<file path="config.mk">
export PLATFORM = sky130hd
export DESIGN_NAME = apds_top
export DESIGN_NICKNAME = d
export VERILOG_FILES = /design/src/apds_pkg.sv /design/src/apds_edge_if.sv /design/src/apds_strobe.sv /design/src/apds_top.sv
export SDC_FILE = /design/constraint.sdc
export NUM_CORES = 2
export LEC_CHECK = 0
export BUFFER_PORTS_ARGS = -buffer_cell sky130_fd_sc_hd__buf_4
export CORE_MARGIN = 10
export CORE_UTILIZATION = 40
export DETAILED_ROUTE_END_ITERATION = 8
export GPL_ROUTABILITY_DRIVEN = 0
export SLEW_MARGIN = 20
export SYNTH_ARGS = -nofsm -noshare
export SYNTH_HDL_FRONTEND = slang
export SYNTH_SLANG_ARGS = --single-unit
</file>
<file path="constraint.sdc">
create_clock -name i_clk_sys -period 74.3 [get_ports i_clk_sys]
set_input_delay 3.715 -clock i_clk_sys [delete_from_list [all_inputs] [get_ports i_clk_sys]]
set_output_delay 3.715 -clock i_clk_sys [all_outputs]
set_load 0.01 [all_outputs]
</file>
<file path="src/apds_pkg.sv">
// package for the asynchronous parallel display strobe generator
// assumes one display interface clock domain; settings are in clock-fraction units
package apds_pkg;
    localparam int APDS_SET_W = 12;
    localparam int APDS_CNT_W = 13;
    localparam int APDS_WAIT_DLY = 2;
    localparam logic [3:0] APDS_POL_RST = 4'h0;
    localparam logic [APDS_CNT_W-1:0] APDS_CNT_RST = 13'h0000;
    localparam logic [1:0] APDS_KIND_READ = 2'h0;
    localparam logic [1:0] APDS_KIND_ADDR_WR = 2'h1;
    localparam logic [1:0] APDS_KIND_DATA_WR = 2'h2;
    localparam logic [2:0] APDS_ST_IDLE = 3'h1;
    localparam logic [2:0] APDS_ST_ACC = 3'h2;
    localparam logic [2:0] APDS_ST_GAP = 3'h4;
endpackage

</file>
<file path="src/apds_edge_if.sv">
// carries one strobe's half-clock assert/release points to its edge unit
// assumes counts in half clock periods from the access start
`timescale 1ns/1ps
`default_nettype none
interface apds_edge_if;
    logic [12:0] up_half;
    logic [12:0] down_half;
    modport src (output up_half, output down_half);
    modport dst (input up_half, input down_half);
endinterface
`default_nettype wire

</file>
<file path="src/apds_strobe.sv">
// one strobe: active-high level from half-clock up/down points
// assumes i_half counts half clocks within the access
`timescale 1ns/1ps
`default_nettype none
module apds_strobe
    import apds_pkg::*;
(
    input wire logic i_clk_sys,
    input wire logic i_rst_b,
    input wire logic i_run,
    input wire logic [APDS_CNT_W-1:0] i_half,
    apds_edge_if.dst edge_p,
    output logic o_act_rise,
    output logic o_act_fall
);
    // rise value is the level for the first half of the next clock, fall the second
    wire logic [APDS_CNT_W-1:0] half_lo = i_half;
    wire logic [APDS_CNT_W-1:0] half_hi = i_half + 13'h0001;
    wire logic lvl_lo = i_run && half_lo >= edge_p.up_half
        && half_lo < edge_p.down_half;
    wire logic lvl_hi = i_run && half_hi >= edge_p.up_half
        && half_hi < edge_p.down_half;
    always_ff @(posedge i_clk_sys) begin
        if (!i_rst_b) begin
            o_act_rise <= 1'b0;
            o_act_fall <= 1'b0;
        end else begin
            o_act_rise <= lvl_lo;
            o_act_fall <= lvl_hi;
        end
    end
endmodule
`default_nettype wire

</file>
<file path="src/apds_top.sv">
// asynchronous parallel display port strobe timing generator
// assumes settings stay stable during an access; wait comes from a pin
// Notes on behaviour
// - strobes active low by default; each polarity selectable by control bits
// - read access lasts ceil(access setting / clock period) clocks
// - write access lasts ceil(access setting / clock period) clocks likewise
// - address writes and data writes have separate access settings
// - chip select asserts and releases at its programmed times
// - register select switches and releases at its programmed times in address writes
// - read strobe asserts and releases at programmed times in reads
// - write strobe asserts and releases at programmed times in writes
// - strobe edges placed on half-clock grid, ceil(2 x setting / period)
// - read data sampled at point from read command, from access start
// - sample point rounded up to whole clocks
// - single access mode: one idle clock after every access
// - wait seen after two clocks; current access ends, next one held
`timescale 1ns/1ps
`default_nettype none
module apds_top
    import apds_pkg::*;
#(
    parameter int DATA_W = 16
) (
    input wire logic i_clk_sys,
    input wire logic i_rst_b,
    input wire logic i_start,
    input wire logic [1:0] i_kind,
    input wire logic [DATA_W-1:0] i_wr_data,
    input wire logic i_single_mode,
    input wire logic [3:0] i_strobe_polarity_control,
    input wire logic [APDS_SET_W-1:0] i_clock_period_setting,
    input wire logic [APDS_SET_W-1:0] i_access_read,
    input wire logic [APDS_SET_W-1:0] i_access_addr_wr,
    input wire logic [APDS_SET_W-1:0] i_access_data_wr,
    input wire logic [APDS_SET_W-1:0] i_cs_strobe_assert_time,
    input wire logic [APDS_SET_W-1:0] i_cs_strobe_release_time,
    input wire logic [APDS_SET_W-1:0] i_rs_strobe_assert_time,
    input wire logic [APDS_SET_W-1:0] i_rs_strobe_release_time,
    input wire logic [APDS_SET_W-1:0] i_rd_strobe_assert_time,
    input wire logic [APDS_SET_W-1:0] i_rd_strobe_release_time,
    input wire logic [APDS_SET_W-1:0] i_wr_strobe_assert_time,
    input wire logic [APDS_SET_W-1:0] i_wr_strobe_release_time,
    input wire logic [APDS_SET_W-1:0] i_read_sample_point,
    input wire logic i_display_wait_input,
    input wire logic [DATA_W-1:0] i_rd_data,
    output logic o_busy,
    output logic o_cs_rise,
    output logic o_cs_fall,
    output logic o_register_select_rise,
    output logic o_register_select_fall,
    output logic o_rd_rise,
    output logic o_rd_fall,
    output logic o_wr_rise,
    output logic o_wr_fall,
    output logic [DATA_W-1:0] o_wr_data,
    output logic o_data_oe,
    output logic [DATA_W-1:0] o_rd_data,
    output logic o_rd_valid
);
    typedef enum logic [2:0] {
        APDS_IDLE = APDS_ST_IDLE,
        APDS_ACC = APDS_ST_ACC,
        APDS_GAP = APDS_ST_GAP
    } apds_state_e;

    apds_state_e state_reg, state_next;
    logic [APDS_CNT_W-1:0] clk_reg;
    logic [APDS_CNT_W-1:0] len_reg;
    logic [APDS_CNT_W-1:0] samp_reg;
    logic [1:0] kind_reg;
    logic [DATA_W-1:0] wdata_reg;
    logic [DATA_W-1:0] rdata_reg;
    logic rvalid_reg;
    logic oe_d_reg;
    logic wait_s1_reg, wait_s2_reg, wait_d_reg;
    logic cs_h, cs_l, rs_h, rs_l, rd_h, rd_l, wr_h, wr_l;
    logic [DATA_W-1:0] rd_s1_reg, rd_s2_reg;

    // ceiling division; zero period treated as one to avoid divide by zero
    function automatic logic [APDS_CNT_W-1:0] ceil_div(
        input logic [APDS_CNT_W:0] num,
        input logic [APDS_SET_W-1:0] per
    );
        logic [APDS_CNT_W:0] p;
        logic [APDS_CNT_W:0] q;
        p = {{(APDS_CNT_W+1-APDS_SET_W){1'b0}}, per};
        if (p == '0)
            p = 14'h0001;
        q = (num + p - 14'h0001) / p;
        return q[APDS_CNT_W-1:0];
    endfunction

    function automatic logic [APDS_CNT_W-1:0] half_pt(
        input logic [APDS_SET_W-1:0] s,
        input logic [APDS_SET_W-1:0] per
    );
        return ceil_div({1'b0, s, 1'b0}, per);
    endfunction

    wire logic [APDS_SET_W-1:0] acc_sel =
        (i_kind == APDS_KIND_READ) ? i_access_read :
        (i_kind == APDS_KIND_ADDR_WR) ? i_access_addr_wr :
        i_access_data_wr;
    wire logic [APDS_CNT_W-1:0] acc_clks =
        ceil_div({2'h0, acc_sel}, i_clock_period_setting);
    wire logic [APDS_CNT_W-1:0] acc_len =
        (acc_clks == '0) ? 13'h0001 : acc_clks;
    wire logic [APDS_CNT_W-1:0] samp_clks =
        ceil_div({2'h0, i_read_sample_point}, i_clock_period_setting);
    wire logic is_read = (kind_reg == APDS_KIND_READ);
    wire logic acc_run = (state_reg == APDS_ACC);
    wire logic acc_last = acc_run && (clk_reg + 13'h0001 >= len_reg);
    wire logic [APDS_CNT_W-1:0] half_now = {clk_reg[APDS_CNT_W-2:0], 1'b0};
    // wait is seen two clocks late through the synchroniser
    wire logic may_start = i_start && !wait_s2_reg;

    apds_edge_if e_cs ();
    apds_edge_if e_rs ();
    apds_edge_if e_rd ();
    apds_edge_if e_wr ();
    assign e_cs.up_half = half_pt(i_cs_strobe_assert_time,
        i_clock_period_setting);
    assign e_cs.down_half = half_pt(i_cs_strobe_release_time,
        i_clock_period_setting);
    assign e_rs.up_half = half_pt(i_rs_strobe_assert_time,
        i_clock_period_setting);
    assign e_rs.down_half = half_pt(i_rs_strobe_release_time,
        i_clock_period_setting);
    assign e_rd.up_half = half_pt(i_rd_strobe_assert_time,
        i_clock_period_setting);
    assign e_rd.down_half = half_pt(i_rd_strobe_release_time,
        i_clock_period_setting);
    assign e_wr.up_half = half_pt(i_wr_strobe_assert_time,
        i_clock_period_setting);
    assign e_wr.down_half = half_pt(i_wr_strobe_release_time,
        i_clock_period_setting);

    apds_strobe u_cs (.i_clk_sys(i_clk_sys), .i_rst_b(i_rst_b),
        .i_run(acc_run), .i_half(half_now), .edge_p(e_cs),
        .o_act_rise(cs_h), .o_act_fall(cs_l));
    // register select only steered during address writes
    apds_strobe u_rs (.i_clk_sys(i_clk_sys), .i_rst_b(i_rst_b),
        .i_run(acc_run && kind_reg == APDS_KIND_ADDR_WR), .i_half(half_now),
        .edge_p(e_rs), .o_act_rise(rs_h), .o_act_fall(rs_l));
    apds_strobe u_rd (.i_clk_sys(i_clk_sys), .i_rst_b(i_rst_b),
        .i_run(acc_run && is_read), .i_half(half_now), .edge_p(e_rd),
        .o_act_rise(rd_h), .o_act_fall(rd_l));
    apds_strobe u_wr (.i_clk_sys(i_clk_sys), .i_rst_b(i_rst_b),
        .i_run(acc_run && !is_read), .i_half(half_now), .edge_p(e_wr),
        .o_act_rise(wr_h), .o_act_fall(wr_l));

    always_comb begin
        state_next = state_reg;
        unique case (state_reg)
            APDS_IDLE: begin
                if (may_start)
                    state_next = APDS_ACC;
            end
            APDS_ACC: begin
                // current access always completes even under wait
                if (acc_last)
                    state_next = i_single_mode ? APDS_GAP : APDS_IDLE;
            end
            APDS_GAP: begin
                state_next = APDS_IDLE;
            end
            default: state_next = APDS_IDLE;
        endcase
    end

    always_ff @(posedge i_clk_sys) begin
        if (!i_rst_b) begin
            state_reg <= APDS_IDLE;
            clk_reg <= APDS_CNT_RST;
            len_reg <= APDS_CNT_RST;
            samp_reg <= APDS_CNT_RST;
            kind_reg <= APDS_KIND_READ;
            wdata_reg <= '0;
        end else begin
            state_reg <= state_next;
            if (state_reg == APDS_IDLE && may_start) begin
                clk_reg <= APDS_CNT_RST;
                len_reg <= acc_len;
                samp_reg <= samp_clks;
                kind_reg <= i_kind;
                wdata_reg <= i_wr_data;
            end else if (acc_run) begin
                clk_reg <= clk_reg + 13'h0001;
            end
        end
    end

    // wait and read bus come from pins: two flops each before use
    always_ff @(posedge i_clk_sys) begin
        if (!i_rst_b) begin
            wait_s1_reg <= 1'b0;
            wait_s2_reg <= 1'b0;
            wait_d_reg <= 1'b0;
            rd_s1_reg <= '0;
            rd_s2_reg <= '0;
        end else begin
            wait_s1_reg <= i_display_wait_input;
            wait_s2_reg <= wait_s1_reg;
            wait_d_reg <= wait_s2_reg;
            rd_s1_reg <= i_rd_data;
            rd_s2_reg <= rd_s1_reg;
        end
    end

    // sample point lags the pins by the synchroniser; part of loop-back delay
    always_ff @(posedge i_clk_sys) begin
        if (!i_rst_b) begin
            rdata_reg <= '0;
            rvalid_reg <= 1'b0;
        end else begin
            rvalid_reg <= 1'b0;
            if (acc_run && is_read && clk_reg == samp_reg) begin
                rdata_reg <= rd_s2_reg;
                rvalid_reg <= 1'b1;
            end
        end
    end

    always_ff @(posedge i_clk_sys) begin
        if (!i_rst_b) begin
            o_cs_rise <= 1'b1;
            o_cs_fall <= 1'b1;
            o_register_select_rise <= 1'b1;
            o_register_select_fall <= 1'b1;
            o_rd_rise <= 1'b1;
            o_rd_fall <= 1'b1;
            o_wr_rise <= 1'b1;
            o_wr_fall <= 1'b1;
            o_busy <= 1'b0;
            o_wr_data <= '0;
            o_data_oe <= 1'b0;
            oe_d_reg <= 1'b0;
            o_rd_data <= '0;
            o_rd_valid <= 1'b0;
        end else begin
            // polarity bit 1 makes that strobe active high
            o_cs_rise <= cs_h ^ ~i_strobe_polarity_control[0];
            o_cs_fall <= cs_l ^ ~i_strobe_polarity_control[0];
            o_register_select_rise <= rs_h ^ ~i_strobe_polarity_control[1];
            o_register_select_fall <= rs_l ^ ~i_strobe_polarity_control[1];
            o_rd_rise <= rd_h ^ ~i_strobe_polarity_control[2];
            o_rd_fall <= rd_l ^ ~i_strobe_polarity_control[2];
            o_wr_rise <= wr_h ^ ~i_strobe_polarity_control[3];
            o_wr_fall <= wr_l ^ ~i_strobe_polarity_control[3];
            o_busy <= (state_reg != APDS_IDLE) || wait_d_reg;
            o_wr_data <= wdata_reg;
            // extra stage keeps the bus driven as long as the write strobe
            oe_d_reg <= acc_run && !is_read;
            o_data_oe <= oe_d_reg;
            o_rd_data <= rdata_reg;
            o_rd_valid <= rvalid_reg;
        end
    end
endmodule
`default_nettype wire

</file>
==> metrics.md <==
| Metric | Value |
|---|---|
| Arrival @ worst endpoint | 35.44 ns |
| Req. time, crit path | 74.70 ns |
| Number of clock sinks | 164 |
| Synth-to-layout area growth | 8.643% |
| Avg WL per Cell | 19.95 um |
| Critical Path End Type | flop |
| Peak VDD IR | 0.00002771 V |
| Register share of total power | 3.2% |
| DR vias/cell | 5.900 |
| HPWL after DPL | 167800 um |
| Final setup margin | 39.26 ns |
| Initial antenna violation count | 6 |
| Critical path's top delay family | compound AO/OA/AOI/OAI gates |
| RSZ-0062 raised after global routing | no |
| Switching share of power | 52.35% |
| Worst reg2reg setup slack | 69.98 ns |
| Largest area contributor in the netlist | ha_1 |
| H-tree lvl count | 4 |
| Pin count of the biggest net entering global routing | between 50 and 60 |
| Final ANT Viol Nets | 0 |
| Status | finished clean |
| R2r worst-path depth | 15 |
| Sequential area share after synthesis | 5.299% |
| Crit-path most repeated cell | o21a_1 |
| Synth Area in Simple Gates | 20.39% |
| IO Pins | 242 |
| Peak Freq | 0.02854 GHz |
| Layout fillers | between 15000 and 20000 |
| First-pass GRT wire length | about 330000 um |
| Cell Pwr Density | between 40 and 50 nW/um2 |
| Total power | 2944 uW |
| Crit Reg-Reg Startpoint | clk_reg[5] |
| Comb pwr share | between 90% and 100% |
| Max-slew violations | 0 |
| Max Root-Sink Buffers | 2 |
| Initial core utilization | 40.22% |
| Layout cells sized above 1 | a little over a tenth |
| Root buffer cell | clkbuf_16 |
| Hold Crit Class | reg -> reg |
| Final clock skew | approximately 0.041 ns |
| Post-CTS Resized | 0 |
| Remaining Overflow, GRT | 0 |
| Final setup vio count | 0 |
| Final Hold Slack | 0.4326 ns |
| Synth area leaders | ha_1 27%, mux2_2 5.7%, dfxtp_1 5.3%, a21oi_1 4.8%, xnor2_1 4.7% |
| Yosys cell types | 103 |
| Syn_area_per_cell | ~7.4 um2 |
| Final Hold Fails | 0 |
| CP max-delay cell | o21ai_0 |
| CTS clk-pin slew, worst paths | 0.08 ns |
| Post-DP Area | between 60000 and 70000 um2 |
| Total number of vias | approximately 63000 |
| Synthesized net count | 9967 |
| Die Width | 413.6 um |
| Mapped Area | 61960 um2 |
| Post-Synth Adder-Cell Area | 27.69% |
| Xor/xnor share of the synthesized area | 7.577% |
| NetSw | ~1500 uW |
| Yosys reg bits | 164 |
| Slew HR | around a fifth |
| Pre-CTS setup slack | 39.02 ns |
| # DRC | 0 |
| Nets@finish | 10179 |
| Clk_lat worst skew | 0.53 ns |
| Setup repair bufs after CTS | 0 |
| Fin Setup TNS | 0 ns |
| Compound-Gate Fraction of Synth Area | 27.45% |
| Routed WL | ~210000 um |
| Number of global-route vias before repair | 59798 |
| CTS tree | done |
| Most frequent cells in the layout | 1355 x ha_1, 676 x nor2_1, 616 x nand2_1 |
| Critical path class | in -> reg |
| Commonest non-fill, non-tap cell in the layout | ha_1 |
| Largest family of logic cells by synthesized area | adder cells |
| Asr flop ratio synth | 0% |
| Crit start category | input port |
| 1st-pass router iterations | 6 |
| Hold-fix buffers, CTS | 0 |
| Max Cap Viol | 0 |
| Clock power share | approximately 3.4% |
| CP Buf/Inv Count | 11 |
| Crit. path cell count | between 100 and 150 |
| Core area | 154000 um2 |
| Post-synth EDFFs | 0 |
| Crit-path max cell delay | 0.81 ns |
| Clock buffer count from CTS | 17 |
| Final min period | 35.04 ns |
| CP Capture Point | samp_reg[0] |
| YS warnings | 0 |
| Total GRT Usage | between 20% and 30% |
| Worst slew pin tran | 1.190 ns |
| R2r endpoint | u_rs.o_act_rise |
| Yosys top cell area share | 27.36% |
| IO buf count | 241 |
| Worst Setup SP | i_clock_period_setting[9] |
| Die Span Y | 413.6 um |
| Die ar. | 171000 um2 |
| Post-synthesis instance total | 8403 |
| Mux cell area share after synthesis | just under 7% |
| FP Rows | 144 |
| Predominant post-synthesis flop cell | dfxtp_1 |
| Period utilization | 47.16% |
| Design Area, Final | 67320 um2 |
| Initial DRC Count | approximately 4100 |
| Cell-internal power | 1403 uW |
| Max FO, Critical Path | 33 |
| P_leak | between 0.03 and 0.04 uW |
==> per-stage QoR <==
| step | util [%] | cells |
|---|---|---|
| global placement | 43.28 | 10640 |
| floorplan | - | 8403 |
| global route | 43.70 | 10672 |
| finish | 43.70 | 10673 |
| detailed placement | 43.28 | 10640 |
| CTS | 43.69 | 10671 |
==> Yosys cell counts, drive strengths merged (27+ instances only) <==
master and number:
buf 37, o2111ai 29, a21oi 594, xor2 205, ha 1355, a31oi 85, a21boi 62, dfxtp 164
inv 599, xnor2 331, a31o 30, o21bai 41, or3 81, nor4 27, or2 78, a21o 275
o21a 377, mux2 319, nor3b 29, and2 135, nand4 70, nand3 143, nor3 376, o21ai 544
nor2b 121, a211oi 72, and3 45, nor2 681, o211ai 68, nand2b 108, clkbuf 130, a211o 27
mux2i 59, nand2 617, o31ai 89
==> power groups by stage <==
stage	registers [uW]	clock network [uW]	logic (uW)
6_report	94.3	101	2750
5_1_grt	94.6	106	3080
4_1_cts	94.2	104	2730
3_5_place_dp	96.2	0	2710
3_3_place_gp	96.2	0	2640
2_1_floorplan	95.7	0	2170
==> kinds of logic after synthesis <==
logic type | after synthesis
muxes | 378
adders and majority gates | 1365
buffers and inverters | 786
xor gates and xnor gates | 536
and+or+nand+nor | 2601
DFF | 164
AOI/OAI and AO/OA | 2573
==> final cells by class <==
| type | instances | area (um2) | share of cell area, % |
|---|---|---|---|
| Clock buffer | 19 | 452.9 | 0.6728 |
| Tap cell | 2044 | 2557 | 3.799 |
| Antenna cell | 2 | 5.005 | 0.007435 |
| Sequential cell | 164 | 3286 | 4.881 |
| Timing Repair Buffer | 360 | 2715 | 4.033 |
| Clock inverter | 12 | 173.9 | 0.2584 |
| Multi-Input combinational cell | 7453 | 55760 | 82.84 |
| Inverter | 619 | 2364 | 3.511 |
==> worst min path at each step <==
stage                             start            end  slack (ns)  depth (start not counted)
after floorplan                oe_d_reg      o_data_oe        0.41                          1
after global placement    rd_s1_reg[14]  rd_s2_reg[14]        0.41                          1
after detailed placement   rd_s1_reg[5]   rd_s2_reg[5]        0.42                          1
after CTS                 rd_s1_reg[11]  rd_s2_reg[11]        0.43                          1
after global routing      rd_s1_reg[10]  rd_s2_reg[10]        0.45                          1
final                     rd_s1_reg[10]  rd_s2_reg[10]        0.43                          1
==> routing by layer <==
| metal | global-route usage [%] | wire [um] | up-vias |
|---|---|---|---|
| met3 | 2.623 | 11610 | 353 |
| met5 | 0 | 25 | - |
| met2 | 39.40 | 94420 | 1577 |
| met1 | 30.52 | 96190 | 29584 |
| li1 | - | - | 31455 |
| met4 | 11.09 | 10710 | 4 |
(Power assumes the default switching activity.)
